<file path="config.mk">
export PLATFORM = sky130hd
export DESIGN_NAME = cmf_fanout
export DESIGN_NICKNAME = d
export VERILOG_FILES = /design/src/inc/cmf_pkg.sv /design/src/rtl/cmf_fanout.sv
export VERILOG_INCLUDE_DIRS = /design/src /design/src/inc
export SDC_FILE = /design/constraint.sdc
export NUM_CORES = 1
export LEC_CHECK = 0
export CORE_AREA = 2 2 39 41
export DETAILED_ROUTE_END_ITERATION = 16
export DIE_AREA = 0 0 41 43
export DONT_BUFFER_PORTS = 1
export GPL_ROUTABILITY_DRIVEN = 1
export GPL_TIMING_DRIVEN = 1
export PLACE_DENSITY = 0.53
export SLEW_MARGIN = 20
export SYNTH_ARGS = -nofsm -noshare
export SYNTH_HDL_FRONTEND = slang
export SYNTH_SLANG_ARGS = --single-unit
</file>
<file path="constraint.sdc">
create_clock -name I_CORE_CLK -period 1.9 [get_ports I_CORE_CLK]
set_input_delay 0.38 -clock I_CORE_CLK [delete_from_list [all_inputs] [get_ports I_CORE_CLK]]
set_output_delay 0.38 -clock I_CORE_CLK [all_outputs]
set_load 0.03 [all_outputs]
</file>
<file path="src/inc/cmf_consts.svh">
// Purpose: constants of the clock mux and gated fanout
// Assumes: one core clock, all pins but the asynchronous I_RST_N sampled on it
// Notes:   reset values of the state fields
`ifndef CMF_CONSTS_SVH
`define CMF_CONSTS_SVH

// ----------------------------------------
// widths and reset values
// ----------------------------------------
`define CMF_FANOUT_N   4
`define CMF_SYNC_RST   2'h0
`define CMF_GATE_RST   1'h0
`define CMF_TRUE_RST   4'h0
`define CMF_COMP_RST   4'hf

`endif

</file>
<file path="src/inc/cmf_pkg.sv">
// Purpose: types of the clock mux and gated fanout
// Assumes: constants come from cmf_consts.svh
// Notes:   whole module state is one packed struct
`include "cmf_consts.svh"

package cmf_pkg;

  // ----------------------------------------
  // module state
  // ----------------------------------------
  typedef struct packed {
    logic [1:0]                  sync_pri;
    logic [1:0]                  sync_alt;
    logic [1:0]                  sync_sel;
    logic [1:0]                  sync_en;
    logic                        prev_clk;
    logic                        seen_rise;
    logic                        gate_on;
    logic [`CMF_FANOUT_N-1:0]    out_true;
    logic [`CMF_FANOUT_N-1:0]    out_comp;
  } cmf_state_t;

endpackage : cmf_pkg

</file>
<file path="src/rtl/cmf_fanout.sv">
// Purpose: 2:1 reference clock mux gated onto four differential output pairs
// Assumes: reference clocks and controls are pins sampled on I_CORE_CLK
// Notes:   unconnected-pin defaults come from board pulls on the control pins
`timescale 1ns/1ps
`include "cmf_consts.svh"

//Behaviour
// - source choice low routes primary reference, high routes alternate reference
// - unconnected source choice reads low, so primary reference is selected
// - gate request high enables outputs; unconnected gate request reads enabled
// - while disabled, true legs low and complement legs high
// - while enabled, true legs follow selected clock, complements its inverse
// - enable state changes only while selected clock and outputs are low
// - gate request captured on falling edge of selected clock
// - new gate state takes effect after one rising then one falling edge
// - four identical differential pairs share one common enable
module cmf_fanout
  import cmf_pkg::*;
(
  // clock and reset
  input  wire logic I_CORE_CLK,
  input  wire logic I_RST_N,
  // reference clocks and controls
  input  wire logic I_REF_PRI,
  input  wire logic I_REF_ALT,
  input  wire logic I_SRC_SEL,
  input  wire logic I_GATE_REQ,
  // differential fanout
  output logic      O_FANOUT_OUT_0,
  output logic      O_FANOUT_OUT_0_N,
  output logic      O_FANOUT_OUT_1,
  output logic      O_FANOUT_OUT_1_N,
  output logic      O_FANOUT_OUT_2,
  output logic      O_FANOUT_OUT_2_N,
  output logic      O_FANOUT_OUT_3,
  output logic      O_FANOUT_OUT_3_N
);

  cmf_state_t st;
  cmf_state_t next_st;
  logic       sel_clk;
  logic       rise;
  logic       fall;

  // ----------------------------------------
  // helpers
  // ----------------------------------------
  // level change of one sampled line, in the wanted direction
  function automatic logic cmf_edge(input logic prev, input logic cur, input logic up);
    cmf_edge = up ? (~prev & cur) : (prev & ~cur);
  endfunction : cmf_edge

  // ----------------------------------------
  // next state
  // ----------------------------------------
  always_comb begin
    next_st          = st;
    // ----------------------------------------
    // pin synchronisers
    // ----------------------------------------
    next_st.sync_pri = {st.sync_pri[0], I_REF_PRI};
    next_st.sync_alt = {st.sync_alt[0], I_REF_ALT};
    next_st.sync_sel = {st.sync_sel[0], I_SRC_SEL};
    next_st.sync_en  = {st.sync_en[0], I_GATE_REQ};
    // ----------------------------------------
    // source choice and clock edges
    // ----------------------------------------
    // low picks primary; open pin pulled low
    sel_clk          = st.sync_sel[1] ? st.sync_alt[1] : st.sync_pri[1];
    rise             = cmf_edge(st.prev_clk, sel_clk, 1'b1);
    fall             = cmf_edge(st.prev_clk, sel_clk, 1'b0);
    next_st.prev_clk = sel_clk;
    // ----------------------------------------
    // gate capture
    // ----------------------------------------
    // a rising edge must be seen before the capturing fall
    if (st.sync_en[1] == st.gate_on) begin
      next_st.seen_rise = 1'b0;
    end else if (rise) begin
      next_st.seen_rise = 1'b1;
    end
    // capture on falling edge, outputs go low on the same core edge
    if (fall && st.seen_rise) begin
      next_st.gate_on   = st.sync_en[1];
      next_st.seen_rise = 1'b0;
    end
    // ----------------------------------------
    // fanout
    // ----------------------------------------
    // common gate on all pairs
    next_st.out_true = {`CMF_FANOUT_N{next_st.gate_on & sel_clk}};
    next_st.out_comp = ~next_st.out_true;
  end

  // ----------------------------------------
  // state register
  // ----------------------------------------
  always_ff @(posedge I_CORE_CLK or negedge I_RST_N) begin
    if (!I_RST_N) begin
      st.sync_pri  <= `CMF_SYNC_RST;
      st.sync_alt  <= `CMF_SYNC_RST;
      st.sync_sel  <= `CMF_SYNC_RST;
      st.sync_en   <= `CMF_SYNC_RST;
      st.prev_clk  <= 1'h0;
      st.seen_rise <= 1'h0;
      st.gate_on   <= `CMF_GATE_RST;
      st.out_true  <= `CMF_TRUE_RST;
      st.out_comp  <= `CMF_COMP_RST;
    end else begin
      st <= next_st;
    end
  end

  // ----------------------------------------
  // outputs
  // ----------------------------------------
  assign O_FANOUT_OUT_0   = st.out_true[0];
  assign O_FANOUT_OUT_0_N = st.out_comp[0];
  assign O_FANOUT_OUT_1   = st.out_true[1];
  assign O_FANOUT_OUT_1_N = st.out_comp[1];
  assign O_FANOUT_OUT_2   = st.out_true[2];
  assign O_FANOUT_OUT_2_N = st.out_comp[2];
  assign O_FANOUT_OUT_3   = st.out_true[3];
  assign O_FANOUT_OUT_3_N = st.out_comp[3];

  // ----------------------------------------
  // checks
  // ----------------------------------------
  a_src_select: assert property (@(posedge I_CORE_CLK) disable iff (!I_RST_N)
    1'b1 |=> st.prev_clk == ($past(st.sync_sel[1]) ? $past(st.sync_alt[1]) : $past(st.sync_pri[1])))
    else $error("selected clock does not match source choice");

  a_gate_follows_req: assert property (@(posedge I_CORE_CLK) disable iff (!I_RST_N)
    $changed(st.gate_on) |-> st.gate_on == $past(st.sync_en[1]))
    else $error("gate state differs from request");

  a_disabled_legs: assert property (@(posedge I_CORE_CLK) disable iff (!I_RST_N)
    !st.gate_on |-> (st.out_true == 4'h0) && (st.out_comp == 4'hf))
    else $error("disabled outputs not true low complement high");

  a_enabled_follow: assert property (@(posedge I_CORE_CLK) disable iff (!I_RST_N)
    st.gate_on |-> st.out_true == {4{st.prev_clk}})
    else $error("enabled outputs do not follow selected clock");

  a_change_low: assert property (@(posedge I_CORE_CLK) disable iff (!I_RST_N)
    $changed(st.gate_on) |-> !st.prev_clk && (st.out_true == 4'h0) && ($past(st.out_true) == {4{$past(st.gate_on)}}))
    else $error("gate changed while outputs high");

  a_gate_on_fall: assert property (@(posedge I_CORE_CLK) disable iff (!I_RST_N)
    $changed(st.gate_on) |-> $past(st.prev_clk))
    else $error("gate changed without falling edge");

  a_rise_first: assert property (@(posedge I_CORE_CLK) disable iff (!I_RST_N)
    $changed(st.gate_on) |-> $past(st.seen_rise))
    else $error("gate changed without prior rising edge");

  a_pairs_equal: assert property (@(posedge I_CORE_CLK) disable iff (!I_RST_N)
    (st.out_comp == ~st.out_true) && (st.out_true == 4'h0 || st.out_true == 4'hf))
    else $error("fanout pairs differ");

  // ----------------------------------------
  // checks on gate capture
  // ----------------------------------------
  a_hold_off: assert property (@(posedge I_CORE_CLK) disable iff (!I_RST_N)
    !st.gate_on && !st.sync_en[1]
    |=> !st.gate_on)
    else $error("outputs enabled without gate request");

  a_hold_on: assert property (@(posedge I_CORE_CLK) disable iff (!I_RST_N)
    st.gate_on && st.sync_en[1]
    |=> st.gate_on)
    else $error("outputs disabled while gate request high");

  a_capture_fall: assert property (@(posedge I_CORE_CLK) disable iff (!I_RST_N)
    fall && st.seen_rise
    |=> st.gate_on == $past(st.sync_en[1]))
    else $error("gate request not captured at falling edge");

  a_rise_arms: assert property (@(posedge I_CORE_CLK) disable iff (!I_RST_N)
    rise && (st.sync_en[1] != st.gate_on)
    |=> st.seen_rise)
    else $error("rising edge did not arm gate capture");

  a_revert_drop: assert property (@(posedge I_CORE_CLK) disable iff (!I_RST_N)
    st.sync_en[1] == st.gate_on
    |=> !st.seen_rise)
    else $error("capture armed without pending request");

  // ----------------------------------------
  // checks on fanout legs
  // ----------------------------------------
  a_rise_with_clk: assert property (@(posedge I_CORE_CLK) disable iff (!I_RST_N)
    $rose(st.out_true[0])
    |-> $rose(st.prev_clk))
    else $error("output rose without selected clock rising");

  a_fall_with_clk: assert property (@(posedge I_CORE_CLK) disable iff (!I_RST_N)
    $fell(st.out_true[0])
    |-> $fell(st.prev_clk))
    else $error("output fell without selected clock falling");

  a_low_clk_low: assert property (@(posedge I_CORE_CLK) disable iff (!I_RST_N)
    !st.prev_clk
    |-> st.out_true == 4'h0)
    else $error("outputs high while selected clock low");

  a_comp_follow: assert property (@(posedge I_CORE_CLK) disable iff (!I_RST_N)
    st.gate_on
    |-> st.out_comp == {4{!st.prev_clk}})
    else $error("complement legs do not follow inverse clock");

  a_ports_off: assert property (@(posedge I_CORE_CLK) disable iff (!I_RST_N)
    !st.gate_on
    |-> !(O_FANOUT_OUT_0 || O_FANOUT_OUT_1 || O_FANOUT_OUT_2 || O_FANOUT_OUT_3))
    else $error("true leg high while outputs disabled");

  a_ports_pairs: assert property (@(posedge I_CORE_CLK) disable iff (!I_RST_N)
    (O_FANOUT_OUT_0_N == !O_FANOUT_OUT_0) && (O_FANOUT_OUT_1_N == !O_FANOUT_OUT_1)
    && (O_FANOUT_OUT_2_N == !O_FANOUT_OUT_2) && (O_FANOUT_OUT_3_N == !O_FANOUT_OUT_3))
    else $error("complement leg not inverse of true leg");

  a_ports_equal: assert property (@(posedge I_CORE_CLK) disable iff (!I_RST_N)
    (O_FANOUT_OUT_1 == O_FANOUT_OUT_0) && (O_FANOUT_OUT_2 == O_FANOUT_OUT_0)
    && (O_FANOUT_OUT_3 == O_FANOUT_OUT_0))
    else $error("true legs differ between pairs");

endmodule : cmf_fanout

</file>
==> metrics.txt, run 1 <==
number of global-route vias before repair 227; Commonest cells post-synth 12 x dfrtp_1, 6 x buf_4, 2 x inv_1, 2 x mux2_4, 2 x nand2_1; Max Transition Viols Final 0; Die H 43 microns; post-synth top area share 0.680; Req. time, crit path 1520 ps; Synth cell types 10; final wirelength 490 microns; Clock Sinks 13; H-tree depth 1; Clock power frac 0.233; P_int 0.435 mW; routing usage on met3 0.0366; final setup margin 341 ps; I/O Buffers 0; Die X 41 microns; Comb pwr share 0.166; Final nets 36; dpl ws 555 ps; critical path fanouts, max 4; setup repair bufs after CTS 0; initial antenna violation count 0; Initial Utilization 0.319; Worst Skew 0.322 ps; crit path launch type flip-flop; Switching Power 0.229 mW; Area growth syn-to-layout 4.25%; met1 Use GR 0.0761; RSZ-0062 raised after global routing no; share of layout cells above drive strength 1 0.241; Num CTS Buffers 3; row count 14; Seq cells post-synth 13; CP arrival 1180 ps; Pre-antenna DRT Iters 2; outcome finished clean; Power Dens Cells 1440 nW/um^2; # DRC 0; Syn Nets 35; FFs w/ async S/R, synth 1.00; Max Root-Sink Buffers 2; clock root cell clkbuf_4; routability cong. 0.615; Hold Startpoint I_SRC_SEL; Synth Instances 29; largest net degree at the start of global routing 14; CTS tree built; Post-synth EDFFs 0; Tot GR Track Use 0.0739; fin crit share 0.820; via count 191; top_reg_cell synth dfrtp_1; ANT cells 0; average size of a mapped cell 15.2 sq um; vias per cell 4.24; Reg2Reg Launch Point st[14]$_DFF_PN0_; core area 1380 sq um; clock-pin slew on the worst setup and hold paths 70 ps; post-synthesis sequential area ratio 0.739; share of power burned in registers 0.600; number of placed I/O pins 14; final setup violation count 0; antenna-violating nets left 0; number of DRC markers in iteration 0 6; Netlist Area Pre-Place 442 sq um; Yosys top cell by area dfrtp_1; Peak Freq 642 MHz; crit path from O_FANOUT_OUT_2_N$_DFF_PN1_; worst skew pair latency 260 ps; Most Crowded Layer GR met2; GRT met2 Usage 0.106; first-pass GRT wire length 841 microns; Fillers 144; switching power share of the total 0.344; max_slew headroom 0.609; Ys Warns 0; min-delay worst type input pin to flip-flop; top-count cell post-synth dfrtp_1; full die area 1760 sq um; minimum clock period 1560 ps; leakage 0.217 nW; Peak supply drop 0.000563 V; setup_tns 0 ps; Final HPWL DP 369 microns; # Max-Cap Violations 0; Final Hold Fails 0; synth top area cells dfrtp_1 68%, buf_4 10%, mux2_4 6.8%, dfstp_2 5.9%, a211oi_1 1.7%; CP Capture Type output port; routed len/inst 10.9 microns; kind of critical path flip-flop to output port; Worst-Margin Slew 588 ps; GRT Residual Overflow 0
[per-stage QoR]
stage | area (sq um) | util | instances | total power [mW] | hold slack (ps)
detailed placement | 424 | 0.307 | 40 | 0.509 | 84.8
global route | 460 | 0.333 | 45 | 0.709 | 115
finish | 460 | 0.333 | 45 | 0.664 | 144
floorplan | 442 | - | 29 | 0.537 | 84.4
CTS | 460 | 0.333 | 45 | 0.675 | 132
global placement | 424 | 0.307 | 40 | 0.503 | 84.7
[state kept, by name, summed over array words and instances, names as in the netlist, named ones only]
signal            flops
next_st               4
O_FANOUT_OUT_0        1
st                    6
O_FANOUT_OUT_2_N      1
[area by class of cell]
cell class / instances / area, sq um / share of cell area
tap: 16 / 20.0 / 0.0435
clock buffer: 4 / 26.3 / 0.0571
multi-input combinational: 8 / 62.6 / 0.136
timing repair buffer: 2 / 17.5 / 0.0380
sequential: 13 / 327 / 0.709
inverter: 2 / 7.51 / 0.0163
[per-layer routing]
metal | wire length [microns] | up-vias
li1 | - | 86
met1 | 192 | 95
met2 | 238 | 10
met3 | 59 | 0
met4 | 0 | 0
met5 | 0 | -
[power groups by stage]
stage / clock network [mW] / registers [mW] / logic, mW
after floorplan: 0 / 0.374 / 0.163
after global placement: 0 / 0.401 / 0.102
after detailed placement: 0 / 0.404 / 0.105
after CTS: 0.165 / 0.399 / 0.112
after global routing: 0.180 / 0.408 / 0.121
final: 0.155 / 0.398 / 0.110
[cells by family after synthesis]
family | Yosys count | synth area share
AOI/OAI and AO/OA | 3 | 0.0425
buffers and inverters | 8 | 0.119
DFF | 13 | 0.739
muxes | 2 | 0.0680
and+or+nand+nor | 3 | 0.0312
[repair_timing]
action / in CTS / in global routing
hold buffers: 1 / 0
gates resized for setup: 0 / 0
hold endpoints to repair: 13 / 0
[placed cells by master, fill, tap and decap left out]
cell type	netlist	final
clkbuf_4	0	3
o22ai_1	1	1
clkbuf_1	0	1
nand2_1	2	2
dlygate4sd3_1	0	1
a211oi_1	1	1
dfrtp_1	12	12
or2_1	1	1
mux2_4	2	2
buf_4	6	1
a21oi_1	1	1
inv_1	2	2
dfstp_2	1	1
[worst paths after layout]
path,endpoint,slack (ps),cells past startpoint
min in group asynchronous,next_st[14]$_DFF_PN0_,550,1
setup reg to reg,flip-flop,550,3
hold reg to reg,st[16]$_DFF_PN0_,350,0
max in group asynchronous,O_FANOUT_OUT_2_N$_DFF_PN1_,980,1
hold / removal,next_st[14]$_DFF_PN0_,140,0
setup / recovery,O_FANOUT_OUT_1_N,340,0
Power figures use the tool's default switching activity.
==> inputs of run 2 (changes only) <==
--- a/config.mk
+++ b/config.mk
@@ -6,13 +6,14 @@
 export SDC_FILE = /design/constraint.sdc
 export NUM_CORES = 1
 export LEC_CHECK = 0
+export ABC_AREA = 1
 export CORE_AREA = 2 2 39 41
 export DETAILED_ROUTE_END_ITERATION = 16
 export DIE_AREA = 0 0 41 43
 export DONT_BUFFER_PORTS = 1
 export GPL_ROUTABILITY_DRIVEN = 1
 export GPL_TIMING_DRIVEN = 1
-export PLACE_DENSITY = 0.53
+export PLACE_DENSITY = 0.57
 export SLEW_MARGIN = 20
 export SYNTH_ARGS = -nofsm -noshare
 export SYNTH_HDL_FRONTEND = slang
==> constraint.sdc (replaced) <==
create_clock -name I_CORE_CLK -period 1.45 [get_ports I_CORE_CLK]
set_input_delay 0.29 -clock I_CORE_CLK [delete_from_list [all_inputs] [get_ports I_CORE_CLK]]
set_output_delay 0.29 -clock I_CORE_CLK [all_outputs]
set_load 0.03 [all_outputs]
==> run 2 against run 1 <==
Against the previous run: clock power rose by 34%; count of clock-buffer cells in the layout shrank 1; sequential power up 22%; total power rose by 50%; critical endpoint is now O_FANOUT_OUT_0_N.
==> metrics.txt, run 2 <==
top_reg_cell synth dfrtp_1; final instance count without filler cells 59; Die X 41 microns; I/O Buffers 0; kind of critical path flip-flop to output port; Req. time, crit path 1160 ps; Seq cells post-synth 13; FFs w/ async S/R, synth 1.00; H-tree depth 1; largest net degree at the start of global routing 14; Worst Skew 7.78 ps; Area growth syn-to-layout 8.10%; crit path launch type flip-flop; Power Dens Cells 1870 nW/um^2; Reg2Reg Launch Point st[14]$_DFF_PN0_; Final nets 50; core area 1380 sq um; RSZ-0062 raised after global routing yes; Fillers 140; most frequent cells in the layout 12 x dfrtp_1, 6 x inv_1, 5 x nand2_1; Commonest cells post-synth 12 x dfrtp_1, 6 x buf_4, 6 x inv_1; Syn Nets 48; final core utilization 0.386; post-synth top area share 0.608; Critical Path, Cell by Cell buf_12; max_slew headroom 0.629; Final Hold Fails 0; CP Depth 1; max reg flops 6; routed len/inst 10.5 microns; CTS tree built; post-synthesis sequential area ratio 0.661; Post-Place Cell Area 497 sq um; number of global-route vias before repair 287; via count 249; area occupied by multi-input gates 92.6 sq um; post-cts sizing count 0; first-pass GRT wire length 1070 microns; Synth Instances 42; setup repair bufs after CTS 0; reg-to-reg slack, setup 510 ps; row count 14; min-delay worst type input pin to flip-flop; CP Capture Type output port; final wirelength 620 microns; synth top area cells dfrtp_1 61%, buf_4 9.1%, dfstp_2 5.3%, inv_1 4.6%, nand2_1 3.8%; Peak Freq 710 MHz; clock-pin slew on the worst setup and hold paths 80 ps; Pre-antenna DRT Iters 1; Initial Utilization 0.357; Tot GR Track Use 0.0971; Placed Instances 54; final setup violation count 0; clock root cell clkbuf_4; Min Hold Slack 44.6 ps; outcome finished clean; # DRC 0; leakage 0.270 nW; Worst-Margin Slew 555 ps; Synth cell types 14; # Max-Cap Violations 0; CP delay by family, top flip-flops; Yosys top cell by area dfrtp_1; worst skew pair latency 270 ps; crit path from O_FANOUT_OUT_2_N$_DFF_PN1_; CP arrival 1120 ps; GRT Residual Overflow 0; antenna-violating nets left 0; number of DRC markers in iteration 0 0; vias per cell 4.22; fin crit share 0.971; storage element area 327 sq um; critical path fanouts, max 3; register name with the most flops st; Final HPWL DP 498 microns; number of placed I/O pins 14; Critical Path End O_FANOUT_OUT_0_N; Clock Sinks 13; Max Transition Viols Final 0; Max Root-Sink Buffers 2; Netlist Area Pre-Place 494 sq um; average size of a mapped cell 11.8 sq um; ANT cells 0; minimum clock period 1410 ps; commonest non-fill, non-tap cell in the layout dfrtp_1; full die area 1760 sq um; Ys Warns 0; Num CTS Buffers 3; fin area 534 sq um; Peak supply drop 0.000765 V; setup_tns 0 ps; routability cong. 0.690; critical path's largest stage delay 650 ps; Buf/Inv on CP 1; top-count cell post-synth dfrtp_1; cells on worst reg2reg path 6; Die H 43 microns; Post-synth EDFFs 0; initial antenna violation count 0; Max stage delay cell, worst path dfstp_2; share of layout cells above drive strength 1 0.326
[run 2: cell types whose count changed in the layout (fill, tap and decap cells not counted), sizes merged, moves of 2 or more]
cell	delta
nand4	+2
inv	+6
nand2	+5
nor2	+2
mux2	-2
[run 2: area by class of cell]
type,count,area share
flip-flops and latches,13,0.611
multi-input cells,15,0.173
inverters,8,0.0562
clock buffers,3,0.0422
well taps,16,0.0375
repair buffers,3,0.0703
clock inverters,1,0.00937
[run 2: routing by layer]
metal	vias to the layer above	GRT usage	share of wire	routed length, microns
met5	-	0	0	0
met1	119	0.102	0.30	189
met2	9	0.147	0.59	365
met3	0	0.0471	0.10	65
met4	0	0.0600	0	0
li1	121	-	-	-
[run 2: kinds of logic (layout without fill, tap and decap cells)]
logic type                Yosys count  in the layout  share of synthesized area
DFF                                13             13                      0.661
AOI/OAI and AO/OA                   2              2                     0.0278
buffers and inverters              14             15                      0.152
and+or+nand+nor                    12             12                      0.127
xor gates and xnor gates            1              1                     0.0329
[run 2: worst reg2reg max path, delay by kind of cell (launching register included)]
family	cells	cell delay [ps]
simple gates	4	320
flops	1	400
buf+inv	2	120
[run 2: worst min path at each step]
stage,from,endpoint,cells after the start
floorplan,I_RST_N,O_FANOUT_OUT_0$_DFF_PN0_,0
global placement,I_RST_N,next_st[12]$_DFF_PN0_,0
detailed placement,I_RST_N,next_st[12]$_DFF_PN0_,0
CTS,I_REF_PRI,next_st[18]$_DFF_PN0_,0
global route,I_REF_PRI,next_st[18]$_DFF_PN0_,0
finish,I_REF_PRI,next_st[18]$_DFF_PN0_,0
[run 2: where the power goes]
part | internal (mW) | total [mW] | switching, mW | leakage [nW]
Sequential | 0.424 | 0.486 | 0.0624 | 0.152
Combinational | 0.0894 | 0.306 | 0.216 | 0.101
Clock | 0.102 | 0.207 | 0.106 | 0.0177
[run 2: metrics by stage]
stage | power, mW | worst slack, ps
6_report | 0.999 | 42.3
5_1_grt | 1.06 | -2.27
4_1_cts | 1.02 | 25.0
3_5_place_dp | 0.795 | 332
3_3_place_gp | 0.785 | 331
2_1_floorplan | 0.793 | 351
[run 2: timing repair]
action                                  in CTS  in global routing
endpoints found under the setup margin       0                  3
hold buffers                                 1                  0
hold endpoints to repair                    13                  0
